--- src/logic/hpk_consts.svh ---
// Constants of the haptic playback-mode sequencer: offsets, fields, resets, timing.
// Included by the package users; definitions only.
`ifndef HPK_CONSTS_SVH
`define HPK_CONSTS_SVH

// Device register offsets on the serial link
`define HPK_OFS_MODE 7'h01
`define HPK_OFS_RTP 7'h02
`define HPK_OFS_LIB 7'h03
`define HPK_OFS_SLOT_FIRST 7'h04
`define HPK_OFS_SLOT_LAST 7'h0b
`define HPK_OFS_FIRE 7'h0c
`define HPK_OFS_CFG_A 7'h1b
`define HPK_OFS_CFG_B 7'h1c
`define HPK_OFS_CFG_C 7'h1d
`define HPK_OFS_STAT 7'h1e
`define HPK_OFS_PERIOD 7'h22

// Field positions
`define HPK_MODE_STANDBY_BIT 6
`define HPK_CFG_B_BIDIR_BIT 7
`define HPK_CFG_C_OPEN_LOOP_BIT 0
`define HPK_CFG_C_ANALOG_BIT 1
`define HPK_STAT_NVM_BIT 2

// Operating-mode field encodings
`define HPK_MODE_SW_TRIG 3'h0
`define HPK_MODE_EDGE_TRIG 3'h1
`define HPK_MODE_LEVEL_TRIG 3'h2
`define HPK_MODE_EXT_INPUT 3'h3
`define HPK_MODE_REALTIME 3'h5

// Reset values
`define HPK_RST_MODE 8'h40
`define HPK_RST_CFG_A 8'h00
`define HPK_RST_CFG_B 8'h80
`define HPK_RST_CFG_C 8'h00

// Timing: clock rate and power-up hold-off
`define HPK_CLK_MHZ 50
`define HPK_POWERUP_US 250
`define HPK_POWERUP_CYC (`HPK_POWERUP_US * `HPK_CLK_MHZ)
`define HPK_EFFECT_CYC 1000
`define HPK_LINK_HALF_CYC 16

// Host AHB-Lite register offsets
`define HPK_HOFS_CTRL 8'h00
`define HPK_HOFS_CMD 8'h04
`define HPK_HOFS_STATUS 8'h08

`endif

--- src/logic/hpk_pkg.sv ---
// Types shared by both ends of the haptic sequencer link.
// Assumes nothing beyond a SystemVerilog compiler.
package hpk_pkg;
    typedef enum logic [1:0] {HPK_PLAY_IDLE, HPK_PLAY_RUN} hpk_play_e;
    typedef enum logic [1:0] {HPK_LNK_IDLE, HPK_LNK_SHIFT, HPK_LNK_END} hpk_lnk_e;
    typedef logic [7:0] hpk_byte_t;
endpackage : hpk_pkg

--- src/logic/hpk_link_if.sv ---
// Link between host controller and haptic device: serial frame port plus pins.
// Assumes the bench joins the two ends; all wires are push-pull, host to device except miso.
`timescale 1ns/10ps
interface hpk_link_if;
    logic lnk_clk;
    logic lnk_sel_n;
    logic lnk_mosi;
    logic lnk_miso;
    logic enable_pin;
    logic input_trigger_pin;

    modport device (
        input lnk_clk, lnk_sel_n, lnk_mosi, enable_pin, input_trigger_pin,
        output lnk_miso
    );
    modport host (
        output lnk_clk, lnk_sel_n, lnk_mosi, enable_pin, input_trigger_pin,
        input lnk_miso
    );
endinterface : hpk_link_if

--- src/logic/hpk_device.sv ---
// Haptic device end: register file over the serial link, mode decode, sequencer.
// Assumes link pins come from another domain; analog level is sampled on hclk.
// Operation
// - Commands ignored until 250 us after power-up
// - Host may raise enable anytime
// - Mode write 0x00 leaves standby
// - Host skips calibration when memory programmed
// - Host selects library at offset 0x03
// - Reset default is closed-loop bidirectional drive
// - Host prefers open loop for rotating mass
// - One write sets standby and mode together
// - Mode 0 software, 1 edge, 2 level
// - Host clears standby when selecting mode
// - Play slot 0x04, sequence through 0x0B
// - Fire bit starts playback in mode 0
// - Trigger pin starts playback in modes 1,2
// - Repeat trigger replays without rewriting slots
// - Mode 5 selects real-time amplitude playback
// - Each written amplitude is driven directly
// - Mode 3 selects external input playback
// - Config bit picks PWM or analog input
// - Enable low or standby gives low power
// - Tracker locks in half cycle, follows
// - Tracking needs no calibration, stays independent
// - Status bit shows calibration memory programmed
`timescale 1ns/10ps
`include "hpk_consts.svh"
module hpk_device import hpk_pkg::*; #(
    parameter int POWERUP_CYC = `HPK_POWERUP_CYC,
    parameter int EFFECT_CYC = `HPK_EFFECT_CYC
) (
    // Clock and reset
    input wire logic hclk,
    input wire logic hresetn,
    // Link to host
    hpk_link_if.device lnk,
    // Device pins and analog front end
    input wire logic nvm_programmed,
    input wire logic bemf_zero_cross,
    input wire logic [7:0] analog_level,
    // Drive stage
    output logic [7:0] drive_level_o,
    output logic [7:0] effect_index_o,
    output logic [7:0] effect_library_o,
    output logic drive_active_o,
    output logic drive_polarity_o,
    output logic drive_open_loop_o,
    output logic drive_bidir_o,
    output logic low_power_o
);
    localparam int NSYNC = 7;

    // Three-stage synchronisers; a bit changes once stages two and three agree
    logic [NSYNC-1:0] pins;
    logic [NSYNC-1:0] s1_ff, s2_ff, s3_ff, filt_ff, prev_ff;
    assign pins = {lnk.lnk_clk, lnk.lnk_sel_n, lnk.lnk_mosi, lnk.enable_pin,
                   lnk.input_trigger_pin, nvm_programmed, bemf_zero_cross};
    always_ff @(posedge hclk or negedge hresetn) begin
        if (!hresetn) begin
            s1_ff <= 7'h20;
            s2_ff <= 7'h20;
            s3_ff <= 7'h20;
            filt_ff <= 7'h20;
            prev_ff <= 7'h20;
        end else begin
            s1_ff <= pins;
            s2_ff <= s1_ff;
            s3_ff <= s2_ff;
            filt_ff <= (s2_ff & s3_ff) | (filt_ff & (s2_ff | s3_ff));
            prev_ff <= filt_ff;
        end
    end
    wire f_clk = filt_ff[6];
    wire f_sel_n = filt_ff[5];
    wire f_mosi = filt_ff[4];
    wire f_en = filt_ff[3];
    wire f_trig = filt_ff[2];
    wire f_nvm = filt_ff[1];
    wire zc_edge = filt_ff[0] ^ prev_ff[0];
    wire clk_rise = f_clk & ~prev_ff[6];
    wire clk_fall = ~f_clk & prev_ff[6];
    wire sel_fall = ~f_sel_n & prev_ff[5];
    wire sel_rise = f_sel_n & ~prev_ff[5];
    wire trig_rise = f_trig & ~prev_ff[2];

    // Power-up hold-off
    logic [$clog2(POWERUP_CYC+1)-1:0] pu_cnt_ff;
    logic pu_done_ff;
    always_ff @(posedge hclk or negedge hresetn) begin
        if (!hresetn) begin
            pu_cnt_ff <= '0;
            pu_done_ff <= 1'b0;
        end else if (!pu_done_ff) begin
            pu_cnt_ff <= pu_cnt_ff + 1'b1;
            pu_done_ff <= (pu_cnt_ff == ($clog2(POWERUP_CYC+1))'(POWERUP_CYC - 1));
        end
    end

    // Serial frame: bit 15 read flag, bits 14:8 offset, bits 7:0 data
    logic [4:0] bit_cnt_ff;
    logic [15:0] shift_ff;
    logic [7:0] rd_ff;
    logic miso_ff;
    logic [7:0] rd_data;
    wire link_on = pu_done_ff & f_en;
    wire [6:0] rx_addr = shift_ff[14:8];
    wire [6:0] hdr_addr = shift_ff[6:0];
    wire wr_stb = link_on & sel_rise & (bit_cnt_ff == 5'd16) & ~shift_ff[15];
    wire [7:0] wr_data = shift_ff[7:0];
    always_ff @(posedge hclk or negedge hresetn) begin
        if (!hresetn) begin
            bit_cnt_ff <= '0;
            shift_ff <= '0;
            rd_ff <= '0;
            miso_ff <= 1'b0;
        end else if (sel_fall) begin
            bit_cnt_ff <= '0;
        end else if (link_on && !f_sel_n && clk_rise && bit_cnt_ff != 5'd16) begin
            shift_ff <= {shift_ff[14:0], f_mosi};
            bit_cnt_ff <= bit_cnt_ff + 1'b1;
        end else if (link_on && !f_sel_n && clk_fall) begin
            if (bit_cnt_ff == 5'd8) begin
                rd_ff <= rd_data;
                miso_ff <= rd_data[7];
            end else if (bit_cnt_ff > 5'd8 && bit_cnt_ff < 5'd16) begin
                miso_ff <= rd_ff[3'(~bit_cnt_ff[2:0])];
            end
        end
    end
    assign lnk.lnk_miso = miso_ff;

    // Register file
    logic [7:0] mode_ff, rtp_ff, lib_ff, cfg_a_ff, cfg_b_ff, cfg_c_ff, period_ff;
    logic [7:0] slot_ff [8];
    logic fire_ff;
    wire [2:0] mode_sel = mode_ff[2:0];
    wire standby = mode_ff[`HPK_MODE_STANDBY_BIT];
    wire low_pw = standby | ~f_en;
    wire wr_mode = wr_stb & (rx_addr == `HPK_OFS_MODE);
    wire wr_fire = wr_stb & (rx_addr == `HPK_OFS_FIRE);
    wire hdr_slot = (hdr_addr >= `HPK_OFS_SLOT_FIRST) && (hdr_addr <= `HPK_OFS_SLOT_LAST);
    wire [2:0] hdr_slot_idx = 3'(hdr_addr - `HPK_OFS_SLOT_FIRST);
    wire rx_slot = (rx_addr >= `HPK_OFS_SLOT_FIRST) && (rx_addr <= `HPK_OFS_SLOT_LAST);
    wire [2:0] rx_slot_idx = 3'(rx_addr - `HPK_OFS_SLOT_FIRST);
    wire [7:0] stat_val = 8'(f_nvm) << `HPK_STAT_NVM_BIT;
    assign rd_data = hdr_slot ? slot_ff[hdr_slot_idx] :
                     (hdr_addr == `HPK_OFS_MODE) ? mode_ff :
                     (hdr_addr == `HPK_OFS_RTP) ? rtp_ff :
                     (hdr_addr == `HPK_OFS_LIB) ? lib_ff :
                     (hdr_addr == `HPK_OFS_FIRE) ? {7'h00, fire_ff} :
                     (hdr_addr == `HPK_OFS_CFG_A) ? cfg_a_ff :
                     (hdr_addr == `HPK_OFS_CFG_B) ? cfg_b_ff :
                     (hdr_addr == `HPK_OFS_CFG_C) ? cfg_c_ff :
                     (hdr_addr == `HPK_OFS_STAT) ? stat_val :
                     (hdr_addr == `HPK_OFS_PERIOD) ? period_ff : 8'h00;

    always_ff @(posedge hclk or negedge hresetn) begin
        if (!hresetn) begin
            mode_ff <= `HPK_RST_MODE;
            rtp_ff <= 8'h00;
            lib_ff <= 8'h00;
            cfg_a_ff <= `HPK_RST_CFG_A;
            cfg_b_ff <= `HPK_RST_CFG_B;
            cfg_c_ff <= `HPK_RST_CFG_C;
            for (int i = 0; i < 8; i++) slot_ff[i] <= 8'h00;
        end else if (wr_stb) begin
            if (wr_mode) mode_ff <= wr_data;
            if (rx_addr == `HPK_OFS_RTP) rtp_ff <= wr_data;
            if (rx_addr == `HPK_OFS_LIB) lib_ff <= wr_data;
            if (rx_addr == `HPK_OFS_CFG_A) cfg_a_ff <= wr_data;
            if (rx_addr == `HPK_OFS_CFG_B) cfg_b_ff <= wr_data;
            if (rx_addr == `HPK_OFS_CFG_C) cfg_c_ff <= wr_data;
            if (rx_slot) slot_ff[rx_slot_idx] <= wr_data;
        end
    end

    // Effect sequencer for the library trigger modes
    hpk_play_e state_ff;
    logic [2:0] idx_ff;
    logic [$clog2(EFFECT_CYC+1)-1:0] eff_cnt_ff;
    wire lib_mode = (mode_sel == `HPK_MODE_SW_TRIG) || (mode_sel == `HPK_MODE_EDGE_TRIG)
                    || (mode_sel == `HPK_MODE_LEVEL_TRIG);
    wire sw_fire = wr_fire & wr_data[0] & (mode_sel == `HPK_MODE_SW_TRIG);
    wire pin_fire = trig_rise & ((mode_sel == `HPK_MODE_EDGE_TRIG)
                    | (mode_sel == `HPK_MODE_LEVEL_TRIG));
    wire start = (state_ff == HPK_PLAY_IDLE) & ~low_pw & (slot_ff[0] != 8'h00)
                 & (sw_fire | pin_fire);
    wire eff_end = (eff_cnt_ff == ($clog2(EFFECT_CYC+1))'(EFFECT_CYC - 1));
    wire last_slot = (idx_ff == 3'h7) || (slot_ff[3'(idx_ff + 3'h1)] == 8'h00);
    wire abort = low_pw | ~lib_mode | (wr_fire & ~wr_data[0])
                 | ((mode_sel == `HPK_MODE_LEVEL_TRIG) & ~f_trig);
    wire done = (state_ff == HPK_PLAY_RUN) & (abort | (eff_end & last_slot));
    always_ff @(posedge hclk or negedge hresetn) begin
        if (!hresetn) begin
            state_ff <= HPK_PLAY_IDLE;
            idx_ff <= '0;
            eff_cnt_ff <= '0;
        end else begin
            unique case (state_ff)
                HPK_PLAY_IDLE: if (start) begin
                    state_ff <= HPK_PLAY_RUN;
                    idx_ff <= '0;
                    eff_cnt_ff <= '0;
                end
                HPK_PLAY_RUN: if (done) begin
                    state_ff <= HPK_PLAY_IDLE;
                end else if (eff_end) begin
                    idx_ff <= idx_ff + 3'h1;
                    eff_cnt_ff <= '0;
                end else begin
                    eff_cnt_ff <= eff_cnt_ff + 1'b1;
                end
            endcase
        end
    end

    // Fire flag: playback start wins over any clear in the same cycle
    always_ff @(posedge hclk or negedge hresetn) begin
        if (!hresetn) fire_ff <= 1'b0;
        else if (start) fire_ff <= 1'b1;
        else if (wr_fire && !wr_data[0]) fire_ff <= 1'b0;
        else if (done) fire_ff <= 1'b0;
    end

    // Resonance tracker: flips drive on every back-EMF crossing while drive is active, uses no calibration
    logic [15:0] half_cnt_ff;
    logic pol_ff;
    always_ff @(posedge hclk or negedge hresetn) begin
        if (!hresetn) begin
            half_cnt_ff <= '0;
            pol_ff <= 1'b0;
            period_ff <= 8'h00;
        end else if (!drive_active_o) begin
            half_cnt_ff <= '0;
            pol_ff <= 1'b0;
        end else if (zc_edge) begin
            pol_ff <= ~pol_ff;
            period_ff <= half_cnt_ff[15:8];
            half_cnt_ff <= '0;
        end else if (half_cnt_ff != 16'hffff) begin
            half_cnt_ff <= half_cnt_ff + 16'h0001;
        end
    end

    // Drive outputs
    wire ext_mode = (mode_sel == `HPK_MODE_EXT_INPUT);
    wire rt_mode = (mode_sel == `HPK_MODE_REALTIME);
    wire [7:0] ext_level = cfg_c_ff[`HPK_CFG_C_ANALOG_BIT] ? analog_level
                           : {8{f_trig}};
    wire [7:0] nxt_level = low_pw ? 8'h00 : rt_mode ? rtp_ff : ext_mode ? ext_level
                           : (state_ff == HPK_PLAY_RUN) ? 8'hff : 8'h00;
    wire nxt_active = ~low_pw & (rt_mode | ext_mode | (state_ff == HPK_PLAY_RUN));
    always_ff @(posedge hclk or negedge hresetn) begin
        if (!hresetn) begin
            drive_level_o <= 8'h00;
            effect_index_o <= 8'h00;
            effect_library_o <= 8'h00;
            drive_active_o <= 1'b0;
            drive_polarity_o <= 1'b0;
            drive_open_loop_o <= 1'b0;
            drive_bidir_o <= 1'b1;
            low_power_o <= 1'b1;
        end else begin
            drive_level_o <= nxt_level;
            effect_index_o <= (state_ff == HPK_PLAY_RUN) ? slot_ff[idx_ff] : 8'h00;
            effect_library_o <= lib_ff;
            drive_active_o <= nxt_active;
            drive_polarity_o <= pol_ff;
            drive_open_loop_o <= cfg_c_ff[`HPK_CFG_C_OPEN_LOOP_BIT];
            drive_bidir_o <= cfg_b_ff[`HPK_CFG_B_BIDIR_BIT];
            low_power_o <= low_pw;
        end
    end
endmodule : hpk_device

--- src/flat_wrapper.sv ---
// flat-port wrapper written by rule: the top's interface ports become plain ports
module hpk_device_flat import hpk_pkg::*;
#(
    parameter int POWERUP_CYC = `HPK_POWERUP_CYC,
    parameter int EFFECT_CYC = `HPK_EFFECT_CYC
)
  (hclk, hresetn, nvm_programmed, bemf_zero_cross, analog_level, drive_level_o, effect_index_o, effect_library_o, drive_active_o, drive_polarity_o, drive_open_loop_o, drive_bidir_o, low_power_o, lnk_lnk_clk, lnk_lnk_sel_n, lnk_lnk_mosi, lnk_enable_pin, lnk_input_trigger_pin, lnk_lnk_miso);
  hpk_link_if lnk_i ();
  input wire logic hclk;
  input wire logic hresetn;
  input wire logic nvm_programmed;
  input wire logic bemf_zero_cross;
  input wire logic [7:0] analog_level;
  output logic [7:0] drive_level_o;
  output logic [7:0] effect_index_o;
  output logic [7:0] effect_library_o;
  output logic drive_active_o;
  output logic drive_polarity_o;
  output logic drive_open_loop_o;
  output logic drive_bidir_o;
  output logic low_power_o;
  input wire logic [$bits(lnk_i.lnk_clk)-1:0] lnk_lnk_clk;
  input wire logic [$bits(lnk_i.lnk_sel_n)-1:0] lnk_lnk_sel_n;
  input wire logic [$bits(lnk_i.lnk_mosi)-1:0] lnk_lnk_mosi;
  input wire logic [$bits(lnk_i.enable_pin)-1:0] lnk_enable_pin;
  input wire logic [$bits(lnk_i.input_trigger_pin)-1:0] lnk_input_trigger_pin;
  output wire logic [$bits(lnk_i.lnk_miso)-1:0] lnk_lnk_miso;
  assign lnk_i.lnk_clk = lnk_lnk_clk;
  assign lnk_i.lnk_sel_n = lnk_lnk_sel_n;
  assign lnk_i.lnk_mosi = lnk_lnk_mosi;
  assign lnk_i.enable_pin = lnk_enable_pin;
  assign lnk_i.input_trigger_pin = lnk_input_trigger_pin;
  assign lnk_lnk_miso = lnk_i.lnk_miso;
  hpk_device #(.POWERUP_CYC(POWERUP_CYC), .EFFECT_CYC(EFFECT_CYC)) u_core (.hclk(hclk), .hresetn(hresetn), .lnk(lnk_i), .nvm_programmed(nvm_programmed), .bemf_zero_cross(bemf_zero_cross), .analog_level(analog_level), .drive_level_o(drive_level_o), .effect_index_o(effect_index_o), .effect_library_o(effect_library_o), .drive_active_o(drive_active_o), .drive_polarity_o(drive_polarity_o), .drive_open_loop_o(drive_open_loop_o), .drive_bidir_o(drive_bidir_o), .low_power_o(low_power_o));
endmodule
--- config.mk ---
export PLATFORM = sky130hd
export DESIGN_NAME = hpk_device_flat
export DESIGN_NICKNAME = d
export VERILOG_FILES = /design/src/logic/hpk_pkg.sv /design/src/logic/hpk_link_if.sv /design/src/logic/hpk_device.sv /design/src/flat_wrapper.sv
export VERILOG_INCLUDE_DIRS = /design/src /design/src/logic
export SDC_FILE = /design/constraint.sdc
export NUM_CORES = 1
export LEC_CHECK = 0
export BUFFER_PORTS_ARGS = -buffer_cell sky130_fd_sc_hd__buf_4
export CAP_MARGIN = 20
export CORE_ASPECT_RATIO = 0.6
export CORE_MARGIN = 5
export CORE_UTILIZATION = 60
export CTS_CLUSTER_SIZE = 25
export DETAILED_ROUTE_END_ITERATION = 6
export HOLD_SLACK_MARGIN = 0.02
export PLACE_DENSITY = 0.78
export SLEW_MARGIN = 20
export SYNTH_ARGS = -nofsm -noshare
export SYNTH_HDL_FRONTEND = slang
export SYNTH_SLANG_ARGS = --single-unit
--- constraint.sdc ---
create_clock -name hclk -period 4.39 [get_ports hclk]
set_clock_uncertainty 0.2 [all_clocks]
set_input_delay 0 -clock hclk [delete_from_list [all_inputs] [get_ports hclk]]
set_output_delay 0 -clock hclk [all_outputs]
set_load 0.05 [all_outputs]
==> results of run 1 <==
==> cells in the mapped netlist (8+ instances only) <==
library cell | n | area share [%]
sky130_fd_sc_hd__nor2b_1 | 18 | 0.93
sky130_fd_sc_hd__o22ai_1 | 11 | 0.57
sky130_fd_sc_hd__mux4_2 | 34 | 6.4
sky130_fd_sc_hd__nand2_1 | 37 | 1.2
sky130_fd_sc_hd__nand4_1 | 13 | 0.67
sky130_fd_sc_hd__nand2b_1 | 12 | 0.62
sky130_fd_sc_hd__nand3_1 | 20 | 0.83
sky130_fd_sc_hd__dfstp_2 | 9 | 2.0
sky130_fd_sc_hd__nor4_1 | 11 | 0.57
sky130_fd_sc_hd__nor2_1 | 66 | 2.1
sky130_fd_sc_hd__or3_1 | 8 | 0.42
sky130_fd_sc_hd__mux2_2 | 140 | 13
sky130_fd_sc_hd__mux2i_1 | 22 | 1.8
sky130_fd_sc_hd__a21oi_1 | 24 | 1.0
sky130_fd_sc_hd__dfrtp_1 | 249 | 52
sky130_fd_sc_hd__inv_1 | 20 | 0.62
sky130_fd_sc_hd__xor2_1 | 17 | 1.2
sky130_fd_sc_hd__clkbuf_1 | 43 | 1.3
sky130_fd_sc_hd__xnor2_1 | 14 | 1.0
sky130_fd_sc_hd__nor3_1 | 31 | 1.3
sky130_fd_sc_hd__o21ai_0 | 26 | 1.1
==> power by group through the flow <==
| stage | Clock (mW) | Combinational (mW) | Sequential, mW |
|---|---|---|---|
| after floorplan | 0 | 0.0208 | 2.46 |
| after global placement | 0 | 0.0942 | 2.46 |
| after detailed placement | 0 | 0.0960 | 2.46 |
| after CTS | 2.30 | 0.112 | 2.41 |
| after global routing | 2.42 | 0.125 | 2.42 |
| final | 2.27 | 0.109 | 2.42 |
==> worst max-delay path by stage <==
| stage | start | endpoint | slack (ns) |
|---|---|---|---|
| global route | u_core.idx_ff[1] | u_core.eff_cnt_ff[8] | 0.78 |
| floorplan | u_core.bit_cnt_ff[0] | u_core.slot_ff[49] | 1.28 |
| CTS | u_core.bit_cnt_ff[0] | u_core.slot_ff[52] | 0.95 |
| finish | u_core.idx_ff[1] | u_core.eff_cnt_ff[8] | 0.86 |
| global placement | u_core.bit_cnt_ff[0] | u_core.slot_ff[49] | 1.04 |
| detailed placement | u_core.bit_cnt_ff[0] | u_core.slot_ff[52] | 0.98 |
==> worst max-delay path, cell delays in order (launching register included) <==
cell                       delay [ns]
sky130_fd_sc_hd__dfrtp_1         0.93
sky130_fd_sc_hd__ha_1            0.29
sky130_fd_sc_hd__ha_1            0.30
sky130_fd_sc_hd__nor4_1          0.46
sky130_fd_sc_hd__nand4b_1        0.19
sky130_fd_sc_hd__o211ai_1        0.18
sky130_fd_sc_hd__a32o_1          0.30
sky130_fd_sc_hd__o21ai_1         0.29
sky130_fd_sc_hd__o22ai_1         0.30
==> flip-flops by register name, indices dropped and copies added, names as in the netlist, 8 cells and up <==
signal,flops
u_core.effect_index_o,8
u_core.slot_ff,64
u_core.drive_level_o,8
u_core.half_cnt_ff,16
u_core.effect_library_o,8
u_core.cfg_a_ff,8
u_core.lib_ff,8
u_core.eff_cnt_ff,10
u_core.period_ff,8
u_core.mode_ff,8
u_core.cfg_c_ff,8
u_core.rd_ff,8
u_core.cfg_b_ff,8
u_core.rtp_ff,8
u_core.pu_cnt_ff,14
u_core.shift_ff,16
==> cells by family (layout without fill, tap and decap cells) <==
| logic type | count (synthesis) | in the layout | synth area share (%) |
|---|---|---|---|
| AND/OR/NAND/NOR | 278 | 278 | 13.1 |
| flip-flops | 258 | 258 | 53.6 |
| multiplexers | 197 | 197 | 21.3 |
| AO/OA/AOI/OAI | 110 | 110 | 5.97 |
| buffers and inverters | 72 | 149 | 2.34 |
| XOR/XNOR | 31 | 31 | 2.25 |
| adder cells (fa/ha/maj) | 14 | 14 | 1.31 |
==> cell type report <==
cell class	instances	area (um^2)	area share [%]
Clock inverter	12	205	1.49
Sequential cell	258	6470	47.0
Tap cell	273	342	2.48
Timing Repair Buffer	85	716	5.20
Inverter	20	75.1	0.545
Multi-Input combinational cell	630	5310	38.5
Clock buffer	32	661	4.80
==> layer usage <==
| metal | share of wire, % | wire length (um) | GRT usage (%) | vias to the layer above |
|---|---|---|---|---|
| li1 | - | - | - | 3645 |
| met3 | 8.2 | 2330 | 6.66 | 34 |
| met1 | 46 | 13000 | 39.1 | 4156 |
| met4 | 1.5 | 436 | 4.60 | 0 |
| met2 | 44 | 12500 | 35.7 | 287 |
| met5 | 0 | 0 | 0 | - |
==> cell usage in the layout (no fill, tap or decap), types with 8 or more instances in the layout <==
cell and instances:
sky130_fd_sc_hd__o21ai_0 26, sky130_fd_sc_hd__dlygate4sd3_1 23, sky130_fd_sc_hd__nand2_1 37, sky130_fd_sc_hd__xnor2_1 14, sky130_fd_sc_hd__dfstp_2 9, sky130_fd_sc_hd__buf_4 60
sky130_fd_sc_hd__nor3_1 31, sky130_fd_sc_hd__nand2b_1 12, sky130_fd_sc_hd__mux2i_1 22, sky130_fd_sc_hd__nor2_1 66, sky130_fd_sc_hd__xor2_1 17, sky130_fd_sc_hd__nor2b_1 18
sky130_fd_sc_hd__inv_1 20, sky130_fd_sc_hd__nand3_1 20, sky130_fd_sc_hd__clkbuf_16 24, sky130_fd_sc_hd__nand4_1 13, sky130_fd_sc_hd__or3_1 8, sky130_fd_sc_hd__dfrtp_1 248
sky130_fd_sc_hd__a21oi_1 24, sky130_fd_sc_hd__mux2_2 140, sky130_fd_sc_hd__nor4_1 11, sky130_fd_sc_hd__o22ai_1 11, sky130_fd_sc_hd__mux4_2 34
==> stage by stage <==
stage	cell area (um^2)	hold slack (ns)	power (mW)	std cells	util (%)
after floorplan	12100	-0.496	2.48	960	-
after global placement	12700	-0.0920	2.55	1243	63.8
after detailed placement	12700	-0.0907	2.56	1243	63.8
after CTS	13800	0.0227	4.83	1310	69.3
after global routing	13800	0.0956	4.96	1310	69.3
final	13800	-0.0217	4.79	1310	69.3
==> impl_metrics.py, run 1 <==
metrics = {
    "drt": {
        "wl_per_cell_um": 21.6,
        "route.final.wire_length_mm": 28.3,
        "antenna_left": 0,
        "num_vias": 8122,
        "detail_route.iter0.violations": 676,
        "remaining_drc_errors": 0,
        "via_per_inst": 6.20,
        "firstDrtPassIters": 5,
    },
    "clock_network": {
        "cts.sinks": 258,
        "postCtsSetupBuffers": 0,
        "clk_transition_reported_paths_ns": 0.06,
        "tritoncts.num_buffers": 24,
        "htree_levels": 1,
        "hold_fix_buffers_at_cts": 23,
        "clock_latency_ns": 0.52,
        "clock_path_buffers": 3,
        "cts_root_buf": "sky130_fd_sc_hd__clkbuf_16",
        "cts.repair.resized": 0,
        "tritoncts_clock_tree": "yes",
    },
    "layout": {
        "antenna_cells_inserted": 0,
        "post_route_cells_drive_above_1_share_pct": 29.3,
        "flow.area_growth_from_synthesis_pct": 14.3,
        "final_nets": 1043,
        "nFillCells": 1406,
    },
    "global_route": {
        "antenna_found_initial": 0,
        "grt_pass1_vias": 8034,
        "global_route.usage.total_pct": 25.0,
        "grt_start_max_net_pins": 133,
        "grt_pass1_wl_mm": 45.6,
        "overflow": 0,
    },
    "timing": {
        "finalHoldViolations": 11,
        "setup_viol_count_final": 0,
        "maxSlewHeadroom_pct": 31.9,
        "max_slew.worst_pin.slew_ns": 1.02,
        "finalCriticalPeriod_ns": 3.53,
        "grt_setup_unrepaired": "no",
        "final_min_period_over_clock_period_pct": 80.4,
        "slew_viol_final": 0,
        "fin_hold_ws_ns": -0.0217,
        "maxClockFrequency_ghz": 0.283,
        "total_negative_setup_slack_ns": 0,
        "worst_setup_slack_after_layout_ns": 0.861,
    },
    "synth": {
        "synthesized_area_per_cell_um2": 12.6,
        "mappedNetlistNets": 984,
        "synth-edff-count": 0,
        "postSynth.topFlopCell": "sky130_fd_sc_hd__dfrtp_1",
        "cells_after_synthesis": 960,
        "synth_seq_cells": 258,
        "postSynth.asyncResetShare_pct": 100,
        "ys_warn_count": 0,
        "synth-seq-area-share_pct": 53.6,
        "mappedNetlistArea_mm2": 0.0121,
        "ys_types": 72,
    },
    "worst_setup_path": {
        "worst_r2r_path_depth": 8,
        "worstSetupPathType": "reg2reg",
        "r2r_setup_slack_ns": 0.86,
        "crit_reg_reg_endpoint": "u_core.eff_cnt_ff[8]",
        "setup.worst_path.start_class": "flip-flop",
        "timing.critical_path.fanout_max": 19,
        "end_kind": "flip-flop",
        "arrival_worst_endpoint_ns": 3.75,
        "worstReg2RegStart": "u_core.idx_ff[1]",
        "timing.critical_path.required_ns": 4.61,
    },
    "power_and_ir_drop": {
        "powerDensity_mw_per_mm2": 348,
        "clock_share_of_power_pct": 47.3,
        "pwr-share-seq_pct": 50.4,
        "switchingPower_mw": 0.989,
        "p_sw_share_pct": 20.6,
        "peak_supply_drop_uv": 358,
        "p_leak_nw": 6.16,
        "cell_internal_pwr_mw": 3.80,
        "share_comb_of_total_power_pct": 2.3,
    },
    "placement": {
        "gpl.final_weighted_congestion": 0.906,
        "dpl.hpwl_mm": 19.2,
        "buffer_ports.inserted": 46,
        "place_ws_ns": 0.979,
    },
    "min_path": {
        "hold_class": "in2async",
    },
    "status": {
        "run_status": "finished with violations",
        "violations": "hold timing",
    },
    "floorplan": {
        "starting_density_of_the_core_pct": 60.7,
        "floorplan.core_area_mm2": 0.0199,
        "floorplan.die.width_um": 193,
        "die_area_mm2": 0.0231,
        "pin_count": 47,
        "core.rowCount": 40,
        "die_h_um": 120,
    },
    "run": {
        "max_cap_viol_count": 0,
    },
}
Power figures use the tool's default switching activity.
==> inputs of run 2 (changes only) <==
- clock period: 4.39 -> 3.7 ns (I/O delays scaled with it)
==> impl_metrics.py, run 2 (synthesized netlist as in run 1, its figures left out) <==
metrics = {
    "drt": {
        "remaining_drc_errors": 0,
        "firstDrtPassIters": 5,
        "num_vias": 8291,
        "route.final.wire_length_mm": 29.2,
        "detail_route.iter0.violations": 698,
        "via_per_inst": 6.31,
        "wl_per_cell_um": 22.2,
        "antenna_left": 0,
    },
    "floorplan": {
        "die_area_mm2": 0.0231,
        "floorplan.core_area_mm2": 0.0199,
        "floorplan.die.width_um": 193,
        "pin_count": 47,
        "starting_density_of_the_core_pct": 60.7,
        "die_h_um": 120,
        "core.rowCount": 40,
    },
    "worst_setup_path": {
        "end_kind": "flip-flop",
        "timing.critical_path.cells": "inv_1 -> ha_1 -> nand4bb_4 -> or4b_4 -> or4_4 -> and4bb_1 -> mux2_2",
        "arrival_worst_endpoint_ns": 3.72,
        "max_stage_delay_ns": 0.63,
        "worstSetupPathType": "reg2reg",
        "critical-path-slowest-cell": "sky130_fd_sc_hd__or4_4",
        "setup.worst_path.start_class": "flip-flop",
        "critical-path-top-delay-family": "simple AND/OR/NAND/NOR gates",
        "timing.critical_path.required_ns": 3.90,
        "timing.critical_path.fanout_max": 8,
        "path_buf_inv": 1,
    },
    "timing": {
        "setup_viol_count_final": 0,
        "maxClockFrequency_ghz": 0.284,
        "total_negative_setup_slack_ns": 0,
        "grt_setup_unrepaired": "no",
        "final_min_period_over_clock_period_pct": 95.2,
        "maxSlewHeadroom_pct": 48.0,
        "slew_viol_final": 0,
        "finalHoldViolations": 0,
        "max_slew.worst_pin.slew_ns": 0.779,
        "finalCriticalPeriod_ns": 3.52,
    },
    "layout": {
        "largest_register_ff_count": 64,
        "largest_register": "u_core.slot_ff",
        "most-common-layout-cells": "248 x sky130_fd_sc_hd__dfrtp_1, 140 x sky130_fd_sc_hd__mux2_2, 66 x sky130_fd_sc_hd__nor2_1",
        "antenna_cells_inserted": 0,
        "final_design_area_no_fill_mm2": 0.0138,
        "flow.area_growth_from_synthesis_pct": 14.5,
        "largestRegisters": "u_core.slot_ff (64), u_core.half_cnt_ff (16), u_core.shift_ff (16)",
        "post_route_cells_drive_above_1_share_pct": 29.4,
        "final_nets": 1048,
        "final_common_cell": "sky130_fd_sc_hd__dfrtp_1",
    },
    "clock_network": {
        "cts_root_buf": "sky130_fd_sc_hd__clkbuf_16",
        "postCtsSetupBuffers": 0,
        "hold_fix_buffers_at_cts": 25,
        "clock_latency_ns": 0.53,
        "tritoncts_clock_tree": "yes",
        "clk_transition_reported_paths_ns": 0.07,
        "clock_path_buffers": 3,
        "htree_levels": 1,
        "tritoncts.num_buffers": 24,
        "cts.repair.resized": 0,
        "cts.sinks": 258,
    },
    "power_and_ir_drop": {
        "clock_share_of_power_pct": 45.8,
        "cell_internal_pwr_mw": 4.38,
        "powerDensity_mw_per_mm2": 402,
        "peak_supply_drop_uv": 393,
        "pwr-share-seq_pct": 51.7,
        "p_leak_nw": 6.18,
        "p_sw_share_pct": 21.1,
        "switchingPower_mw": 1.17,
        "share_comb_of_total_power_pct": 2.5,
    },
    "global_route": {
        "overflow": 0,
        "grt_start_max_net_pins": 92,
        "grt_pass1_wl_mm": 47.2,
        "grt_pass1_vias": 8298,
        "global_route.usage.total_pct": 26.1,
        "antenna_found_initial": 0,
    },
    "placement": {
        "gpl.final_weighted_congestion": 0.946,
        "placement.cell_area_mm2": 0.0127,
        "buffer_ports.inserted": 46,
        "dpl.hpwl_mm": 19.6,
    },
    "status": {
        "run_status": "completed",
    },
    "run": {
        "max_cap_viol_count": 0,
    },
    "min_path": {
        "hold_class": "in2reg",
    },
}
## run 2: worst reg2reg max path, cell delays in order, from the launching register on
cell and delay, ns:
sky130_fd_sc_hd__dfrtp_1 0.47, sky130_fd_sc_hd__inv_1 0.10, sky130_fd_sc_hd__ha_1 0.24, sky130_fd_sc_hd__nand4bb_4 0.17
sky130_fd_sc_hd__or4b_4 0.62, sky130_fd_sc_hd__or4_4 0.63, sky130_fd_sc_hd__and4bb_1 0.58, sky130_fd_sc_hd__mux2_2 0.39
## run 2: metrics by stage
| step | total power [mW] | std cells | hold WS (ns) | setup slack [ns] | util (%) |
|---|---|---|---|---|---|
| finish | 5.54 | 1314 | 0.148 | 0.178 | 69.5 |
| global route | 5.73 | 1314 | 0.154 | 0.121 | 69.5 |
| CTS | 5.59 | 1314 | 0.107 | 0.209 | 69.5 |
| detailed placement | 3.04 | 1246 | -0.158 | 0.251 | 64.0 |
| global placement | 3.03 | 1246 | -0.164 | 0.332 | 64.0 |
| floorplan | 2.94 | 960 | -0.496 | 0.588 | - |
## run 2: power groups by stage
stage                     clock network (mW)  logic [mW]  registers, mW
after CTS                               2.58       0.142           2.87
after detailed placement                   0       0.117           2.92
after floorplan                            0      0.0247           2.92
after global routing                    2.71       0.158           2.87
final                                   2.54       0.138           2.87
after global placement                     0       0.115           2.92
## run 2: per-layer routing
metal	vias up	global-route usage [%]	share of wire [%]	wire (um)
li1	3655	-	-	-
met1	4223	41.3	45	13300
met2	361	36.9	43	12700
met3	52	5.73	9.0	2620
met4	0	6.72	2.3	684
met5	-	0	0	0
## run 2: area by class of cell
| type | count | area [um^2] |
|---|---|---|
| clock buffer | 33 | 664 |
| clock inverter | 10 | 144 |
| fill | 1407 | 6070 |
| inverter | 20 | 75.1 |
| multi-input combinational | 630 | 5310 |
| sequential | 258 | 6470 |
| tap | 273 | 342 |
| timing repair buffer | 90 | 801 |
## run 2: path summary, 6_finish.rpt
| path | slack [ns] | endpoint | cells past startpoint | startpoint |
|---|---|---|---|---|
| hold / removal | 0.15 | u_core.drive_level_o[7] | 4 | analog_level[7] |
| setup / recovery | 0.18 | u_core.slot_ff[52] | 7 | u_core.bit_cnt_ff[0] |
| hold reg to reg | 0.15 | u_core.s2_ff[3] | 0 | u_core.s1_ff[3] |
| max in group asynchronous | 2.42 | u_core.effect_index_o[0] | 4 | hresetn |
| setup reg to reg | 0.18 | u_core.slot_ff[52] | 7 | u_core.bit_cnt_ff[0] |
| min in group asynchronous | 0.37 | u_core.drive_bidir_o | 3 | hresetn |
==> inputs of run 3 (changes only) <==
- CORE_UTILIZATION: 60 -> 38
- GPL_TIMING_DRIVEN: not set -> 0
- PLACE_DENSITY: 0.78 -> not set
==> impl_metrics.py, run 3 (synthesized netlist as in run 1, its figures left out) <==
metrics = {
    "layout": {
        "final_nets": 1086,
        "final_common_cell": "sky130_fd_sc_hd__dfrtp_1",
        "largest_register_ff_count": 64,
        "antenna_cells_inserted": 0,
        "largest_register": "u_core.slot_ff",
        "largestRegisters": "u_core.slot_ff (64), u_core.half_cnt_ff (16), u_core.shift_ff (16)",
        "flow.area_growth_from_synthesis_pct": 18.0,
        "fin_util_pct": 45.6,
        "most-common-layout-cells": "249 x sky130_fd_sc_hd__dfrtp_1, 140 x sky130_fd_sc_hd__mux2_2, 66 x sky130_fd_sc_hd__nor2_1",
        "post_route_cells_drive_above_1_share_pct": 27.8,
    },
    "worst_setup_path": {
        "worst_r2r_path_depth": 4,
        "timing.critical_path.fanout_max": 10,
        "end_kind": "flip-flop",
        "worstSetupPathType": "reg2reg",
        "crit_reg_reg_endpoint": "u_core.slot_ff[16]",
        "setup.worst_path.end": "u_core.slot_ff[16]",
        "timing.critical_path.required_ns": 3.98,
        "r2r_setup_slack_ns": 0.19,
        "setup.worst_path.start_class": "flip-flop",
        "worstReg2RegStart": "u_core.shift_ff[0]",
        "arrival_worst_endpoint_ns": 3.79,
        "critPathLaunch": "u_core.shift_ff[0]",
    },
    "timing": {
        "finalCriticalPeriod_ns": 3.51,
        "slew_viol_final": 0,
        "max_slew.worst_pin.slew_ns": 0.921,
        "maxClockFrequency_ghz": 0.285,
        "total_negative_setup_slack_ns": 0,
        "finalHoldViolations": 0,
        "fin_hold_ws_ns": 0.0935,
        "grt_setup_unrepaired": "no",
        "final_min_period_over_clock_period_pct": 94.9,
        "maxSlewHeadroom_pct": 38.6,
        "setup_viol_count_final": 0,
    },
    "floorplan": {
        "floorplan.die.width_um": 240,
        "starting_density_of_the_core_pct": 38.6,
        "pin_count": 47,
        "floorplan.core_area_mm2": 0.0312,
        "die_area_mm2": 0.0355,
        "core.rowCount": 50,
        "die_h_um": 148,
    },
    "power_and_ir_drop": {
        "fin_total_pwr_mw": 5.84,
        "powerDensity_mw_per_mm2": 411,
        "peak_supply_drop_uv": 328,
        "p_leak_nw": 6.23,
    },
    "drt": {
        "num_vias": 8377,
        "remaining_drc_errors": 0,
        "via_per_inst": 5.59,
        "detail_route.iter0.violations": 687,
        "antenna_left": 0,
        "firstDrtPassIters": 5,
        "wl_per_cell_um": 21.2,
        "route.final.wire_length_mm": 31.7,
    },
    "global_route": {
        "grt_start_max_net_pins": 83,
        "grt_pass1_wl_mm": 50.5,
        "global_route.usage.total_pct": 18.1,
        "antenna_found_initial": 0,
        "grt_pass1_vias": 8356,
        "overflow": 0,
    },
    "placement": {
        "buffer_ports.inserted": 46,
        "dpl.hpwl_mm": 22.2,
        "gpl.final_weighted_congestion": 0.950,
    },
    "clock_network": {
        "cts.sinks": 258,
        "cts_root_buf": "sky130_fd_sc_hd__clkbuf_16",
        "tritoncts_clock_tree": "yes",
        "htree_levels": 1,
        "tritoncts.num_buffers": 26,
        "clock_path_buffers": 3,
        "clock_latency_ns": 0.57,
        "clk_transition_reported_paths_ns": 0.07,
    },
    "min_path": {
        "hold_class": "in2reg",
    },
    "status": {
        "run_status": "completed",
    },
    "run": {
        "max_cap_viol_count": 0,
    },
}
[run 3: changes by cell type in the layout (fill, tap and decap cells not counted), sizes merged]
cell	previous run	this run
clkbuf	33	76
clkinvlp	0	3
bufinv	3	4
inv	20	21
clkdlybuf4s15	0	1
clkinv	7	6
buf	66	59
[run 3: report_power, final]
group          internal (mW)  total, mW  switching (mW)
Clock                   1.65       2.84            1.19
Sequential              2.85       2.86          0.0155
Combinational         0.0546      0.143          0.0880
Total                   4.55       5.84            1.29
[run 3: critical path, cell delays in order, from the launching register on]
cell	delay, ns
sky130_fd_sc_hd__dfrtp_1	0.76
sky130_fd_sc_hd__clkbuf_1	0.74
sky130_fd_sc_hd__clkbuf_1	0.64
sky130_fd_sc_hd__clkbuf_1	0.76
sky130_fd_sc_hd__mux2_2	0.30
[run 3: worst min path at each step]
stage                     from                 endpoint  slack, ns  cells after the start
3_5_place_dp           hresetn     u_core.eff_cnt_ff[7]      -0.23                      1
3_3_place_gp     lnk_lnk_sel_n          u_core.s1_ff[5]      -0.09                      1
6_report       analog_level[7]  u_core.drive_level_o[7]       0.09                      4
2_1_floorplan          hresetn     u_core.bit_cnt_ff[0]      -0.50                      0
5_1_grt        analog_level[7]  u_core.drive_level_o[7]       0.14                      4
4_1_cts        analog_level[7]  u_core.drive_level_o[7]       0.07                      4
[run 3: through the flow]
stage          instance area (um^2)  worst slack (ns)  std cells
6_report                      14200             0.188       1498
5_1_grt                       14200            0.0536       1498
4_1_cts                       14200            0.0852       1497
3_5_place_dp                  13000            -0.286       1425
3_3_place_gp                  12900            -0.312       1422
2_1_floorplan                 12100             0.588        960
[run 3: area by class of cell]
class                           instances  area, um^2
Timing Repair Buffer                   75         723
Inverter                               20        75.1
Sequential cell                       258        6470
Fill cell                            2856       17000
Clock inverter                         14         206
Clock buffer                           34         711
Buffer                                 51         211
Multi-Input combinational cell        630        5310
Tap cell                              416         520
[run 3: repair_timing]
action / in CTS / in global routing
gates resized for setup: 2 / 2
pin swaps: 0 / 1
endpoints found under the setup margin: 3 / 9
hold buffers: 25 / 0
hold endpoints to repair: 270 / 0
buffers inserted: 0 / 1
[run 3: per-layer routing]
layer  up-vias  global-route usage [%]  share of wire (%)
met3        50                    4.29                7.8
li1       3750                       -                  -
met1      4287                    29.5                 50
met4         0                    3.15                1.7
met2       290                    24.6                 40
met5         -                       0                  0
